## src/pwm_enc_pkg.sv

```systemverilog
// Constants, types and register map of the PWM temperature encoder.
// Contract
// - Pin drives PWM only when configuration enables it; otherwise relay output or serial interface owns it.
// - Two formats: single carries one temperature, extended carries two slots.
// - Frame period comes from a programmable divider of the clock.
// - Config bits 5:4 choose slot contents: 00 amb/obj1, 01 amb/obj2, 11 obj1/obj2.
// - Ambient slots scale with ambient range bytes, object slots with object words.
// - Field value 10 puts object two in first slot, second slot undefined.
// - Single format uses only first slot content and its scaling.
// - Single frame: high eighth, data half, error quarter, low eighth.
// - Data band holds a 10-bit code in 1024 steps.
// - Fatal memory error in single format holds output high, duty 0.875.
// - Extended frame is twice as long, bands in sixteenths.
// - First extended slot: high sixteenth, variable four sixteenths, then low.
// - Second slot: high nine sixteenths, variable four, two band, one low.
// - Fatal error in extended format gives 43.75% and 93.75% duty.
// - Nonzero repeat field N in bits 8:4 emits each frame 2N+1 times.
// - Pin is shared with thermal relay output; one function drives it.
// - Fatal error signalling is optional and enabled per variant.
// - Each temperature is rescaled to 10 bits between programmed minimum and maximum.
// - Clock held low over 1.44 ms switches to serial until wake or reset.
// ****************************************************************
// Package
// ****************************************************************
package pwm_enc_pkg;

  localparam int TEMP_W = 16;
  localparam int CODE_W = 10;
  localparam int POS_W = 12;
  localparam int CFG_W = 6;

  // Register byte addresses.
  localparam logic [7:0] ADDR_CONFIG = 8'h00;
  localparam logic [7:0] ADDR_REPEAT = 8'h04;
  localparam logic [7:0] ADDR_DIVIDER = 8'h08;
  localparam logic [7:0] ADDR_AMB_RANGE = 8'h0C;
  localparam logic [7:0] ADDR_OBJ_LOW = 8'h10;
  localparam logic [7:0] ADDR_OBJ_HIGH = 8'h14;
  localparam logic [7:0] ADDR_STATUS = 8'h18;

  // Configuration fields.
  localparam int CFG_PWM_EN = 0;
  localparam int CFG_EXTENDED = 1;
  localparam int CFG_RELAY = 2;
  localparam int CFG_FATAL_SIG = 3;
  localparam int CFG_SEL_LO = 4;
  localparam int CFG_SEL_HI = 5;
  localparam int REP_LO = 4;
  localparam int REP_HI = 8;
  localparam int AMB_BYTE_W = 8;
  localparam int AMB_STEP_SHIFT = 5;

  // Reset values.
  localparam logic [CFG_W-1:0] CFG_RST = 6'h00;
  localparam logic [15:0] DIVIDER_RST = 16'h0010;
  localparam logic [15:0] WORD_RST = 16'h0000;

  // Ambient scale base, the lowest ambient code.
  localparam logic [15:0] AMB_BASE = 16'h2DE4;

  // Band edges in divider ticks; one sixteenth of the extended frame is 256 ticks.
  localparam logic [POS_W-1:0] BAND_START_END = 12'h100;
  localparam logic [POS_W-1:0] BAND_VAR_END = 12'h500;
  localparam logic [POS_W-1:0] BAND_ERR_END = 12'h700;
  localparam logic [POS_W-1:0] SINGLE_LAST = 12'h7FF;
  localparam logic [POS_W-1:0] EXT_HALF = 12'h800;
  localparam logic [POS_W-1:0] S2_VAR_START = 12'h900;
  localparam logic [POS_W-1:0] S2_VAR_END = 12'hD00;
  localparam logic [POS_W-1:0] S2_ERR_END = 12'hF00;
  localparam logic [POS_W-1:0] EXT_LAST = 12'hFFF;

  // Switch-to-serial request time.
  localparam int CLK_PERIOD_NS = 8;
  localparam int REQ_TIME_NS = 1440000;
  localparam int REQ_CYCLES_DFLT = (REQ_TIME_NS + CLK_PERIOD_NS - 1) / CLK_PERIOD_NS;

  // Slot content selections.
  localparam logic [1:0] SEL_AMB_OBJ1 = 2'h0;
  localparam logic [1:0] SEL_AMB_OBJ2 = 2'h1;
  localparam logic [1:0] SEL_OBJ2_ONLY = 2'h2;
  localparam logic [1:0] SEL_OBJ1_OBJ2 = 2'h3;

  typedef enum logic [1:0] {SRC_AMB, SRC_OBJ1, SRC_OBJ2} src_e;
  typedef enum logic [1:0] {PIN_SERIAL, PIN_PWM, PIN_RELAY} pin_mode_e;

endpackage

```

## src/pwm_rescale.sv

```systemverilog
// Rescaler from a temperature word to a saturated PWM data code.
`timescale 1ns/1ps
module pwm_rescale #(
  parameter int W = 16,
  parameter int CW = 10
) (
  // Clock and reset.
  input wire logic i_clk,
  input wire logic i_rst_n,
  // Request.
  input wire logic i_start,
  input wire logic [W-1:0] i_value,
  input wire logic [W-1:0] i_low,
  input wire logic [W-1:0] i_high,
  // Result.
  output logic [CW-1:0] o_code,
  output logic o_busy
);

  localparam int NW = W + CW;
  localparam int IW = $clog2(CW);

  logic [NW-1:0] rem_reg;
  logic [NW-1:0] den_reg;
  logic [IW-1:0] idx_reg;
  logic [W-1:0] diff;
  logic [W-1:0] span;
  logic [NW-1:0] num;

  assign diff = i_value - i_low;
  assign span = i_high - i_low;
  assign num = NW'(diff) * NW'({CW{1'b1}});

  // ****************************************************************
  // Long division, one quotient bit per cycle
  // ****************************************************************
  // A serial divider costs ten cycles but saves a wide combinational divide.
  always_ff @(posedge i_clk or negedge i_rst_n) begin
    if (!i_rst_n) begin
      rem_reg <= '0;
      den_reg <= '0;
      idx_reg <= '0;
      o_code <= '0;
      o_busy <= 1'b0;
    end else if (i_start) begin
      if (i_value <= i_low) begin
        o_code <= '0;
        o_busy <= 1'b0;
      end else if (i_value >= i_high) begin
        o_code <= '1;
        o_busy <= 1'b0;
      end else begin
        rem_reg <= num;
        den_reg <= NW'(span) << (CW - 1);
        idx_reg <= IW'(CW - 1);
        o_code <= '0;
        o_busy <= 1'b1;
      end
    end else if (o_busy) begin
      if (rem_reg >= den_reg) begin
        rem_reg <= rem_reg - den_reg;
        o_code[idx_reg] <= 1'b1;
      end
      den_reg <= den_reg >> 1;
      if (idx_reg == '0) begin
        o_busy <= 1'b0;
      end else begin
        idx_reg <= idx_reg - 1'b1;
      end
    end
  end
endmodule

```

## src/pwm_temp_encoder.sv

```systemverilog
// Top of the PWM temperature encoder: register port, framing and pin control.
`timescale 1ns/1ps
module pwm_temp_encoder
  import pwm_enc_pkg::*;
#(
  parameter int REQ_CYCLES = REQ_CYCLES_DFLT,
  parameter logic [15:0] DIVIDER_RESET = DIVIDER_RST
) (
  // Clock and reset.
  input wire logic I_CLK,
  input wire logic I_RST_N,
  // Register port.
  input wire logic [7:0] I_ADDR,
  input wire logic [15:0] I_WDATA,
  input wire logic I_WR,
  input wire logic I_RD,
  output logic [15:0] O_RDATA,
  // Measured values.
  input wire logic [TEMP_W-1:0] I_AMB_TEMP,
  input wire logic [TEMP_W-1:0] I_OBJ_TEMP_ONE,
  input wire logic [TEMP_W-1:0] I_OBJ_TEMP_TWO,
  input wire logic I_MEM_FATAL_ERROR,
  // Pin side.
  input wire logic I_SCL,
  input wire logic I_WAKE,
  input wire logic I_RELAY_LEVEL,
  output logic O_PIN_OUT,
  output logic O_PIN_OE_N,
  output logic [1:0] O_PIN_MODE,
  output logic O_FRAME_START
);

  localparam int RW = $clog2(REQ_CYCLES + 1);
  localparam logic [RW-1:0] REQ_CNT = RW'(REQ_CYCLES);

  logic [CFG_W-1:0] cfg_reg;
  logic [4:0] rep_n_reg;
  logic [15:0] divider_reg;
  logic [15:0] amb_range_reg;
  logic [15:0] obj_low_reg;
  logic [15:0] obj_high_reg;
  logic [15:0] rdata_reg;
  logic [15:0] rdata_next;
  logic serial_reg;
  logic [RW-1:0] scl_cnt_reg;
  logic req_hit;
  pin_mode_e drive_sel;
  pin_mode_e mode_reg;
  logic out_reg;
  logic oe_n_reg;
  logic frame_start_reg;
  logic [15:0] div_cnt_reg;
  logic [POS_W-1:0] pos_reg;
  logic [POS_W-1:0] frame_last;
  logic was_run_reg;
  logic slot_reg;
  logic [5:0] rep_cnt_reg;
  logic ext_run_reg;
  logic fatal_reg;
  logic run;
  logic tick;
  logic frame_start;
  logic group_end;
  logic latch;
  logic level;
  logic [15:0] amb_low;
  logic [15:0] amb_high;
  logic [CODE_W-1:0] code_w [2];

  // ****************************************************************
  // Functions
  // ****************************************************************
  function automatic src_e slot_src(input logic [1:0] sel, input logic second);
    unique case (sel)
      SEL_AMB_OBJ1: return second ? SRC_OBJ1 : SRC_AMB;
      SEL_AMB_OBJ2: return second ? SRC_OBJ2 : SRC_AMB;
      SEL_OBJ1_OBJ2: return second ? SRC_OBJ2 : SRC_OBJ1;
      SEL_OBJ2_ONLY: return SRC_OBJ2;
    endcase
  endfunction

  function automatic logic band_level(
    input logic [POS_W-1:0] pos,
    input logic ext,
    input logic slot,
    input logic fatal,
    input logic [CODE_W-1:0] q1,
    input logic [CODE_W-1:0] q2
  );
    logic [POS_W-1:0] off;
    off = '0;
    if (ext && slot) begin
      off = pos - S2_VAR_START;
      if (pos < S2_VAR_START) begin
        return 1'b1;
      end else if (pos < S2_VAR_END) begin
        return (off < POS_W'(q2)) || fatal;
      end else if (pos < S2_ERR_END) begin
        return fatal;
      end
      return 1'b0;
    end
    off = pos - BAND_START_END;
    if (pos < BAND_START_END) begin
      return 1'b1;
    end else if (pos < BAND_VAR_END) begin
      return (off < POS_W'(q1)) || fatal;
    end else if (pos < BAND_ERR_END) begin
      return fatal;
    end
    return 1'b0;
  endfunction

  // ****************************************************************
  // Register port
  // ****************************************************************
  always_ff @(posedge I_CLK or negedge I_RST_N) begin
    if (!I_RST_N) begin
      cfg_reg <= CFG_RST;
      rep_n_reg <= '0;
      divider_reg <= DIVIDER_RESET;
      amb_range_reg <= WORD_RST;
      obj_low_reg <= WORD_RST;
      obj_high_reg <= WORD_RST;
    end else if (I_WR) begin
      case (I_ADDR)
        ADDR_CONFIG: cfg_reg <= I_WDATA[CFG_W-1:0];
        ADDR_REPEAT: rep_n_reg <= I_WDATA[REP_HI:REP_LO];
        ADDR_DIVIDER: divider_reg <= I_WDATA;
        ADDR_AMB_RANGE: amb_range_reg <= I_WDATA;
        ADDR_OBJ_LOW: obj_low_reg <= I_WDATA;
        ADDR_OBJ_HIGH: obj_high_reg <= I_WDATA;
        default: ;
      endcase
    end
  end

  always_comb begin
    rdata_next = '0;
    case (I_ADDR)
      ADDR_CONFIG: rdata_next = 16'(cfg_reg);
      ADDR_REPEAT: rdata_next = 16'({rep_n_reg, {REP_LO{1'b0}}});
      ADDR_DIVIDER: rdata_next = divider_reg;
      ADDR_AMB_RANGE: rdata_next = amb_range_reg;
      ADDR_OBJ_LOW: rdata_next = obj_low_reg;
      ADDR_OBJ_HIGH: rdata_next = obj_high_reg;
      ADDR_STATUS: rdata_next = 16'({fatal_reg, rep_cnt_reg, slot_reg, serial_reg, 2'(mode_reg)});
      default: rdata_next = '0;
    endcase
  end

  // Read data stand for exactly one cycle after the strobe.
  always_ff @(posedge I_CLK or negedge I_RST_N) begin
    if (!I_RST_N) begin
      rdata_reg <= '0;
    end else begin
      rdata_reg <= I_RD ? rdata_next : 16'h0000;
    end
  end

  // ****************************************************************
  // Pin ownership and switch-to-serial request
  // ****************************************************************
  always_comb begin
    if (serial_reg || !(cfg_reg[CFG_PWM_EN] || cfg_reg[CFG_RELAY])) begin
      drive_sel = PIN_SERIAL;
    end else if (cfg_reg[CFG_RELAY]) begin
      drive_sel = PIN_RELAY;
    end else begin
      drive_sel = PIN_PWM;
    end
  end

  // The count must pass the request time, so the set comes one cycle after it.
  assign req_hit = (drive_sel != PIN_SERIAL) && !I_SCL && (scl_cnt_reg == REQ_CNT);

  always_ff @(posedge I_CLK or negedge I_RST_N) begin
    if (!I_RST_N) begin
      scl_cnt_reg <= '0;
    end else if (drive_sel == PIN_SERIAL || I_SCL) begin
      scl_cnt_reg <= '0;
    end else if (scl_cnt_reg != REQ_CNT) begin
      scl_cnt_reg <= scl_cnt_reg + 1'b1;
    end
  end

  // A request that lands with a wake keeps the pin serial.
  always_ff @(posedge I_CLK or negedge I_RST_N) begin
    if (!I_RST_N) begin
      serial_reg <= 1'b0;
    end else if (req_hit) begin
      serial_reg <= 1'b1;
    end else if (I_WAKE) begin
      serial_reg <= 1'b0;
    end
  end

  // ****************************************************************
  // Frame timing
  // ****************************************************************
  assign run = (drive_sel == PIN_PWM);
  assign tick = run && (({1'b0, div_cnt_reg} + 17'h00001) >= {1'b0, divider_reg});
  assign frame_last = ext_run_reg ? EXT_LAST : SINGLE_LAST;
  assign frame_start = run && (!was_run_reg || (tick && pos_reg == frame_last));
  assign group_end = (rep_cnt_reg == {rep_n_reg, 1'b0});
  assign latch = frame_start && (!was_run_reg || (group_end && !(ext_run_reg && !slot_reg)));

  always_ff @(posedge I_CLK or negedge I_RST_N) begin
    if (!I_RST_N) begin
      div_cnt_reg <= '0;
    end else if (!run || tick) begin
      div_cnt_reg <= '0;
    end else begin
      div_cnt_reg <= div_cnt_reg + 1'b1;
    end
  end

  always_ff @(posedge I_CLK or negedge I_RST_N) begin
    if (!I_RST_N) begin
      pos_reg <= '0;
    end else if (!run) begin
      pos_reg <= '0;
    end else if (tick) begin
      pos_reg <= (pos_reg == frame_last) ? '0 : pos_reg + 1'b1;
    end
  end

  always_ff @(posedge I_CLK or negedge I_RST_N) begin
    if (!I_RST_N) begin
      was_run_reg <= 1'b0;
    end else begin
      was_run_reg <= run;
    end
  end

  // Each slot frame repeats 2N+1 times before the next slot or new data.
  always_ff @(posedge I_CLK or negedge I_RST_N) begin
    if (!I_RST_N) begin
      rep_cnt_reg <= '0;
      slot_reg <= 1'b0;
    end else if (frame_start) begin
      if (latch || group_end) begin
        rep_cnt_reg <= '0;
      end else begin
        rep_cnt_reg <= rep_cnt_reg + 1'b1;
      end
      if (latch) begin
        slot_reg <= 1'b0;
      end else if (group_end) begin
        slot_reg <= ~slot_reg;
      end
    end
  end

  // Format and error state change only at a latch, so no frame mixes data.
  always_ff @(posedge I_CLK or negedge I_RST_N) begin
    if (!I_RST_N) begin
      ext_run_reg <= 1'b0;
      fatal_reg <= 1'b0;
    end else if (latch) begin
      ext_run_reg <= cfg_reg[CFG_EXTENDED];
      fatal_reg <= I_MEM_FATAL_ERROR && cfg_reg[CFG_FATAL_SIG];
    end
  end

  // ****************************************************************
  // Slot content and rescaling
  // ****************************************************************
  assign amb_low = AMB_BASE + 16'({amb_range_reg[AMB_BYTE_W-1:0], {AMB_STEP_SHIFT{1'b0}}});
  assign amb_high = AMB_BASE + 16'({amb_range_reg[2*AMB_BYTE_W-1:AMB_BYTE_W],
                                     {AMB_STEP_SHIFT{1'b0}}});

  for (genvar k = 0; k < 2; k++) begin : g_slot
    src_e src;
    logic [TEMP_W-1:0] raw;
    logic [TEMP_W-1:0] low;
    logic [TEMP_W-1:0] high;

    always_comb begin
      src = slot_src(cfg_reg[CFG_SEL_HI:CFG_SEL_LO], 1'(k));
      unique case (src)
        SRC_AMB: begin
          raw = I_AMB_TEMP;
          low = amb_low;
          high = amb_high;
        end
        SRC_OBJ1: begin
          raw = I_OBJ_TEMP_ONE;
          low = obj_low_reg;
          high = obj_high_reg;
        end
        default: begin
          raw = I_OBJ_TEMP_TWO;
          low = obj_low_reg;
          high = obj_high_reg;
        end
      endcase
    end

    pwm_rescale #(
      .W(TEMP_W),
      .CW(CODE_W)
    ) u_scale (
      .i_clk(I_CLK),
      .i_rst_n(I_RST_N),
      .i_start(latch),
      .i_value(raw),
      .i_low(low),
      .i_high(high),
      .o_code(code_w[k]),
      .o_busy()
    );
  end

  // Single format never reaches the second slot, so its settings are unused.
  assign level = band_level(pos_reg, ext_run_reg, slot_reg, fatal_reg,
                            code_w[0], code_w[1]);

  // ****************************************************************
  // Pin drivers
  // ****************************************************************
  always_ff @(posedge I_CLK or negedge I_RST_N) begin
    if (!I_RST_N) begin
      mode_reg <= PIN_SERIAL;
      out_reg <= 1'b0;
      oe_n_reg <= 1'b1;
      frame_start_reg <= 1'b0;
    end else begin
      mode_reg <= drive_sel;
      oe_n_reg <= (drive_sel == PIN_SERIAL);
      frame_start_reg <= frame_start;
      unique case (drive_sel)
        PIN_PWM: out_reg <= level;
        PIN_RELAY: out_reg <= I_RELAY_LEVEL;
        default: out_reg <= 1'b0;
      endcase
    end
  end

  assign O_RDATA = rdata_reg;
  assign O_PIN_OUT = out_reg;
  assign O_PIN_OE_N = oe_n_reg;
  assign O_PIN_MODE = 2'(mode_reg);
  assign O_FRAME_START = frame_start_reg;
endmodule

```

## config.mk

```make
export PLATFORM = sky130hd
export DESIGN_NAME = pwm_temp_encoder
export DESIGN_NICKNAME = d
export VERILOG_FILES = /design/src/pwm_enc_pkg.sv /design/src/pwm_rescale.sv /design/src/pwm_temp_encoder.sv
export SDC_FILE = /design/constraint.sdc
export NUM_CORES = 1
export LEC_CHECK = 0
export BUFFER_PORTS_ARGS = -buffer_cell sky130_fd_sc_hd__buf_2
export CAP_MARGIN = 10
export CELL_PAD_IN_SITES_DETAIL_PLACEMENT = 1
export CELL_PAD_IN_SITES_GLOBAL_PLACEMENT = 1
export CORE_MARGIN = 3
export CORE_UTILIZATION = 50
export DETAILED_ROUTE_END_ITERATION = 6
export PLACE_DENSITY_LB_ADDON = 0.2
export SYNTH_ARGS = -nofsm -noshare
export SYNTH_HDL_FRONTEND = slang
export SYNTH_HIERARCHICAL = 1
export SYNTH_SLANG_ARGS = --single-unit
```

## constraint.sdc

```tcl
create_clock -name I_CLK -period 9.6 [get_ports I_CLK]
set_clock_uncertainty 0.1 [all_clocks]
set_input_delay 0.48 -clock I_CLK [delete_from_list [all_inputs] [get_ports I_CLK]]
set_output_delay 0.48 -clock I_CLK [all_outputs]
set_load 0.01 [all_outputs]
```

==> qor.txt, run 1 <==
Worst Hold Depth: 2
gr ovfl total: 0
H-tree depth: 2
Yosys warning count: 6
outcome: complete, no violations
kind of critical path: register to register
fin area: 31,400 um^2
Setup crit end kind: register
fin crit share: 0.942
DRT Pass-1 Iters: 6
Synth area leaders: dfrtp_1 (24%), ha_1 (14%), fa_1 (9.8%)
width of the die: 247 um
final core occ: 0.553
post-synthesis sequential area ratio: 0.246
DRC viols: 0
total CTS buffers: 36
IO Count: 101
syn avg cell area: 8.78 um^2
wire per inst: 22.7 um
area of the multi-input gates: 19,800 um^2
CTS tree: yes
Relative slew margins: 0.132
vias after detailed routing: 24,900
root cell of the clock tree: clkbuf_16
dpl cell area: 30,100 um^2
final hold vios: 0
non-filler cells in the finished layout: 4,144
hpwl dp: 75,300 um
most frequent cells in the layout: inv_1 (423), ha_1 (333), dfrtp_1 (281)
syn_nets: 3,850
Crit Path Max Fanout: 24
flop2flop setup slack: 0.56 ns
Max Root-Sink Buffers: 3
antenna-violating nets left: 0
top cell type's share of synthesized area: 0.244
Fillers: 6,769
slowest stage delay, CP: 0.65 ns
Via density: 6.01
distinct cell type count after synthesis: 94
f_max: 0.111 GHz
I/O Buffers: 100
Least-Margin Pin Slew: 1.29 ns
Reg clk slew, reported paths: 0.07 ns
ys flop type: dfrtp_1
GRT Overall Usage: 0.312
Final nets: 3,915
area delta synth->final: 8.69%
Hold Path Class: input pin to register
largest net degree at the start of global routing: 107
EDFF count, synth: 0
Die Y: 247 um
Top cell by count, worst path: inv_1
vias in the first global route: 26,500
Slowest cell on crit path: fa_1
first-pass GRT wire length: 150,000 um
commonest non-fill, non-tap cell in the layout: inv_1
Worst EP arrival: 9.42 ns
CP required: 9.98 ns
initial antenna violation count: 1
Synth area leader: dfrtp_1
WL final: 94,000 um
Post-Syn Instances: 3,295
DRT iter0 DRCs: 1,660
Starting Density: 0.509
Async SR Flop Fraction: 1.00
Clock Latency Late Sink: 0.59 ns
FF+latch count, synth: 284
layout cells sized above 1: 0.0998
Largest register FFs: 52
endpoints failing setup: 0
Max Transition Viols Final: 0
core area: 56,800 um^2
unrepaired setup endpoints after global routing: false
Row Count: 87
TNS Setup: 0 ns
Post-Syn Area: 28,900 um^2
fin crit period: 9.04 ns
CP Launch Type: register
Register-to-Register Path Depth: 34
dpl cells: 4,076
clock sinks: 284
GPL Wtd Cong: 0.929
die area: 60,800 um^2
sequential cell area: 7110 um^2
Max Cap Viol: 0
## stage by stage
step | setup slack, ns | hold slack (ns)
after floorplan | 1.26 | 0.0844
final | 0.559 | 0.0943
after CTS | 0.633 | 0.0569
after global routing | 0.0193 | 0.0927
after global placement | 0.917 | 0.361
after detailed placement | 0.702 | 0.368
## cell type report
type | count | area share
clock buffers | 46 | 0.0321
flip-flops and latches | 284 | 0.226
diodes | 1 | 0.0000796
clock inverters | 19 | 0.00844
inverters | 423 | 0.0505
well taps | 756 | 0.0301
repair buffers | 126 | 0.0226
multi-input cells | 2489 | 0.630
## routing by layer
metal	wire, um	vias up	track usage
met1	42800	12600	0.439
li1	-	11500	-
met4	2410	0	0.0792
met5	0	-	0
met2	42900	648	0.503
met3	5820	128	0.0472
## final timing paths
| path | endpoint | from |
|---|---|---|
| setup / recovery | g_slot[1].u_scale/rem_reg[22]$_DFFE_PN0P_ | cfg_reg[5]$_DFFE_PN0P_ |
| setup reg to reg | g_slot[1].u_scale/rem_reg[22]$_DFFE_PN0P_ | cfg_reg[5]$_DFFE_PN0P_ |
| hold reg to reg | g_slot[1].u_scale/den_reg[7]$_DFFE_PN0P_ | g_slot[1].u_scale/den_reg[7]$_DFFE_PN0P_ |
| max in group asynchronous | g_slot[0].u_scale/rem_reg[4]$_DFFE_PN0P_ | I_RST_N |
| hold / removal | obj_high_reg[14]$_DFFE_PN0P_ | I_WDATA[14] |
| min in group asynchronous | g_slot[1].u_scale/rem_reg[24]$_DFFE_PN0P_ | I_RST_N |
## repair_timing
item / 4_1_cts / 5_1_grt
resized for setup: 0 / 1
endpoints found under the hold margin: 105 / 0
setup endpoints to repair: 0 / 2
hold buffers: 2 / 0
setup buffers: 0 / 0
## Yosys cell counts (9+ instances only)
cell         n
nand2b_1    34
a21oi_1    248
o21ai_1     14
or3_1       17
nand3_1     64
o21a_1      21
nor2_1     219
a31oi_1     39
xnor2_1    139
a22oi_1     12
xor2_1      65
fa_1       142
dfrtp_1    282
nor4_1      14
nand2_1    255
nor2b_1     56
a211oi_1    33
mux2i_1     52
o21ai_0    167
o211ai_1    21
buf_2       11
nor3_1      58
buf_1        9
mux2_2     103
ha_1       333
inv_1      423
or2_2       12
and3_1      24
and2_1      22
nand4_1     39
a21o_1      93
clkbuf_1    65
o31ai_1     30
o2bb2ai_1    9
## cells by family (layout without fill, tap and decap cells)
| logic type | Yosys count | in the layout | share of synthesized area |
|---|---|---|---|
| other | 0 | 1 | 0 |
| multiplexers | 157 | 157 | 0.0593 |
| AO/OA/AOI/OAI | 794 | 794 | 0.176 |
| buffers and inverters | 522 | 614 | 0.0706 |
| adder cells (fa/ha/maj) | 476 | 476 | 0.243 |
| AND/OR/NAND/NOR | 854 | 854 | 0.142 |
| XOR/XNOR | 208 | 208 | 0.0640 |
| flip-flops | 284 | 284 | 0.246 |
## critical path: cells and delay by family (launching register included)
| kind | cells | cell delay (ns) |
|---|---|---|
| AOI/OAI and AO/OA | 10 | 2.28 |
| xor gates and xnor gates | 2 | 0.79 |
| adders and majority gates | 8 | 3.39 |
| buffers and inverters | 7 | 0.75 |
| DFF | 1 | 0.64 |
| muxes | 1 | 0.25 |
| and+or+nand+nor | 6 | 0.72 |
Power of run 1 is left out: the tool's default activity adds up to more than one toggle a clock period on the data nets, which glitch-free logic cannot reach.
==> run 2, diff against run 1 <==
--- a/config.mk
+++ b/config.mk
@@ -11,6 +11,7 @@
 export CELL_PAD_IN_SITES_GLOBAL_PLACEMENT = 1
 export CORE_MARGIN = 3
 export CORE_UTILIZATION = 50
+export CTS_BUF_LIST = sky130_fd_sc_hd__clkbuf_16
 export DETAILED_ROUTE_END_ITERATION = 6
 export PLACE_DENSITY_LB_ADDON = 0.2
 export SYNTH_ARGS = -nofsm -noshare
==> qor.txt, run 2 (synthesized netlist as in run 1, its figures left out) <==
Die Y: 247 um (unchanged)
slowest stage delay, CP: 0.65 ns (about the same)
Max Cap Viol: 0 (unchanged)
WL final: 93,700 um (-0.23%)
Max Root-Sink Buffers: 3 (unchanged)
Slowest cell on crit path: fa_1
hpwl dp: 75,300 um (unchanged)
Setup crit end kind: register
vias in the first global route: 26,400 (-0.18%)
setup bufs post-CTS: 0 (unchanged)
Max Transition Viols Final: 0 (unchanged)
Worst Hold Depth: 2 (unchanged)
unrepaired setup endpoints after global routing: false
Crit Path Max Fanout: 24 (unchanged)
Clock Latency Late Sink: 0.59 ns (about the same)
Largest register FFs: 52 (unchanged)
Row Count: 87 (unchanged)
DRC viols: 0 (unchanged)
Final nets: 3,915 (unchanged)
total CTS buffers: 36 (unchanged)
layout cells sized above 1: 0.0977 (-0.00207)
RR Startpoint: cfg_reg[5]$_DFFE_PN0P_
width of the die: 247 um (unchanged)
fin crit period: 9.04 ns (-0.00476 ns)
GRT Overall Usage: 0.311 (-0.00117)
vias after detailed routing: 24,900 (-0.088%)
kind of critical path: register to register
area delta synth->final: 8.44%
Worst EP arrival: 9.42 ns (about the same)
DRT Pass-1 Iters: 5 (-1)
initial antenna violation count: 1 (unchanged)
f_max: 0.111 GHz (about the same)
CP required: 9.98 ns (about the same)
die area: 60,800 um^2 (unchanged)
Worst R2R End: g_slot[1].u_scale/rem_reg[22]$_DFFE_PN0P_
# diodes: 0 (-1)
core area: 56,800 um^2 (unchanged)
Relative slew margins: 0.0940 (-0.0385)
hold endpoint: divider_reg[14]$_DFFE_PN0P_
H-tree depth: 2 (unchanged)
antenna-violating nets left: 0 (unchanged)
flop2flop setup slack: 0.56 ns (about the same)
fin crit share: 0.941 (about the same)
Least-Margin Pin Slew: 1.35 ns (+0.0573 ns)
Hold Path Class: input pin to register
worst setup margin: 0.564 ns (+0.00476 ns)
CTS tree: yes
clock sinks: 284 (unchanged)
endpoints failing setup: 0 (unchanged)
DRT iter0 DRCs: 1,536 (-7.5%)
Reg clk slew, reported paths: 0.07 ns (about the same)
IO Count: 101 (unchanged)
root cell of the clock tree: clkbuf_16
commonest non-fill, non-tap cell in the layout: inv_1
Starting Density: 0.509 (unchanged)
min-delay src: I_WDATA[14]
Fillers: 6,775 (+0.089%)
Top cell by count, worst path: inv_1
wire per inst: 22.6 um (-0.21%)
pre-CTS setup slack: 0.702 ns (unchanged)
outcome: complete, no violations
I/O Buffers: 100 (unchanged)
largest net degree at the start of global routing: 107 (unchanged)
gr ovfl total: 0 (unchanged)
first-pass GRT wire length: 149,000 um (-0.36%)
Register-to-Register Path Depth: 34 (unchanged)
final hold vios: 0 (unchanged)
CP Launch Type: register
Via density: 6.00 (about the same)
GPL Wtd Cong: 0.929 (unchanged)
most frequent cells in the layout: inv_1 (426), ha_1 (333), dfrtp_1 (281)
TNS Setup: 0 ns (unchanged)
-- run 2: changes by cell type in the layout (fill, tap and decap cells not counted), sizes merged --
cell / before / now
inv: 425 / 428
diode: 1 / 0
clkinv: 9 / 16
clkbuf: 46 / 36
-- run 2: stage by stage --
stage,util,cells,hold WS [ns],instance area [um^2]
3_5_place_dp,0.530,4076,0.368,30100
5_1_grt,0.552,4143,0.0919,31400
3_3_place_gp,0.530,4076,0.361,30100
6_report,0.552,4143,0.103,31400
2_1_floorplan,-,3295,0.0844,28900
4_1_cts,0.552,4143,0.0584,31400
-- run 2: how the worst max path moves through the flow --
stage | to | cells after the start | slack [ns] | startpoint
after floorplan | g_slot[0].u_scale/rem_reg[25]$_DFFE_PN0P_ | 33 | 1.26 | cfg_reg[4]$_DFFE_PN0P_
after global placement | g_slot[0].u_scale/rem_reg[25]$_DFFE_PN0P_ | 31 | 0.92 | cfg_reg[5]$_DFFE_PN0P_
after detailed placement | g_slot[1].u_scale/rem_reg[22]$_DFFE_PN0P_ | 34 | 0.70 | cfg_reg[5]$_DFFE_PN0P_
after CTS | g_slot[0].u_scale/rem_reg[25]$_DFFE_PN0P_ | 31 | 0.63 | cfg_reg[5]$_DFFE_PN0P_
after global routing | g_slot[0].u_scale/rem_reg[25]$_DFFE_PN0P_ | 29 | 0.02 | cfg_reg[4]$_DFFE_PN0P_
final | g_slot[1].u_scale/rem_reg[22]$_DFFE_PN0P_ | 34 | 0.56 | cfg_reg[5]$_DFFE_PN0P_
-- run 2: cell type report --
class / count / area [um^2] / share of cell area
multi-input combinational: 2489 / 19800 / 0.631
sequential: 284 / 7110 / 0.227
inverter: 423 / 1590 / 0.0506
tap: 756 / 946 / 0.0302
clock buffer: 36 / 901 / 0.0287
timing repair buffer: 126 / 711 / 0.0227
clock inverter: 29 / 303 / 0.00966
-- run 2: timing repair --
action | 4_1_cts | 5_1_grt
resized for setup | 0 | 1
hold buffers | 2 | 0
setup endpoints to repair | 0 | 2
hold endpoints to repair | 105 | 0
-- run 2: worst max-delay path, delay by kind of cell (launching register included) --
kind | cells | cell delay (ns)
adder cells (fa/ha/maj) | 8 | 3.39
AO/OA/AOI/OAI | 10 | 2.31
XOR/XNOR | 2 | 0.78
buffers and inverters | 7 | 0.75
AND/OR/NAND/NOR | 6 | 0.73
flip-flops | 1 | 0.64
multiplexers | 1 | 0.25
-- run 2: routing by layer --
metal	routed length [um]	track usage	share of wire	vias to the layer above
li1	-	-	-	11500
met1	42700	0.439	0.46	12600
met2	43000	0.503	0.46	670
met3	5880	0.0446	0.063	113
met4	2200	0.0775	0.023	0
met5	0	0	0	-
Power of run 2 is left out for the same reason.
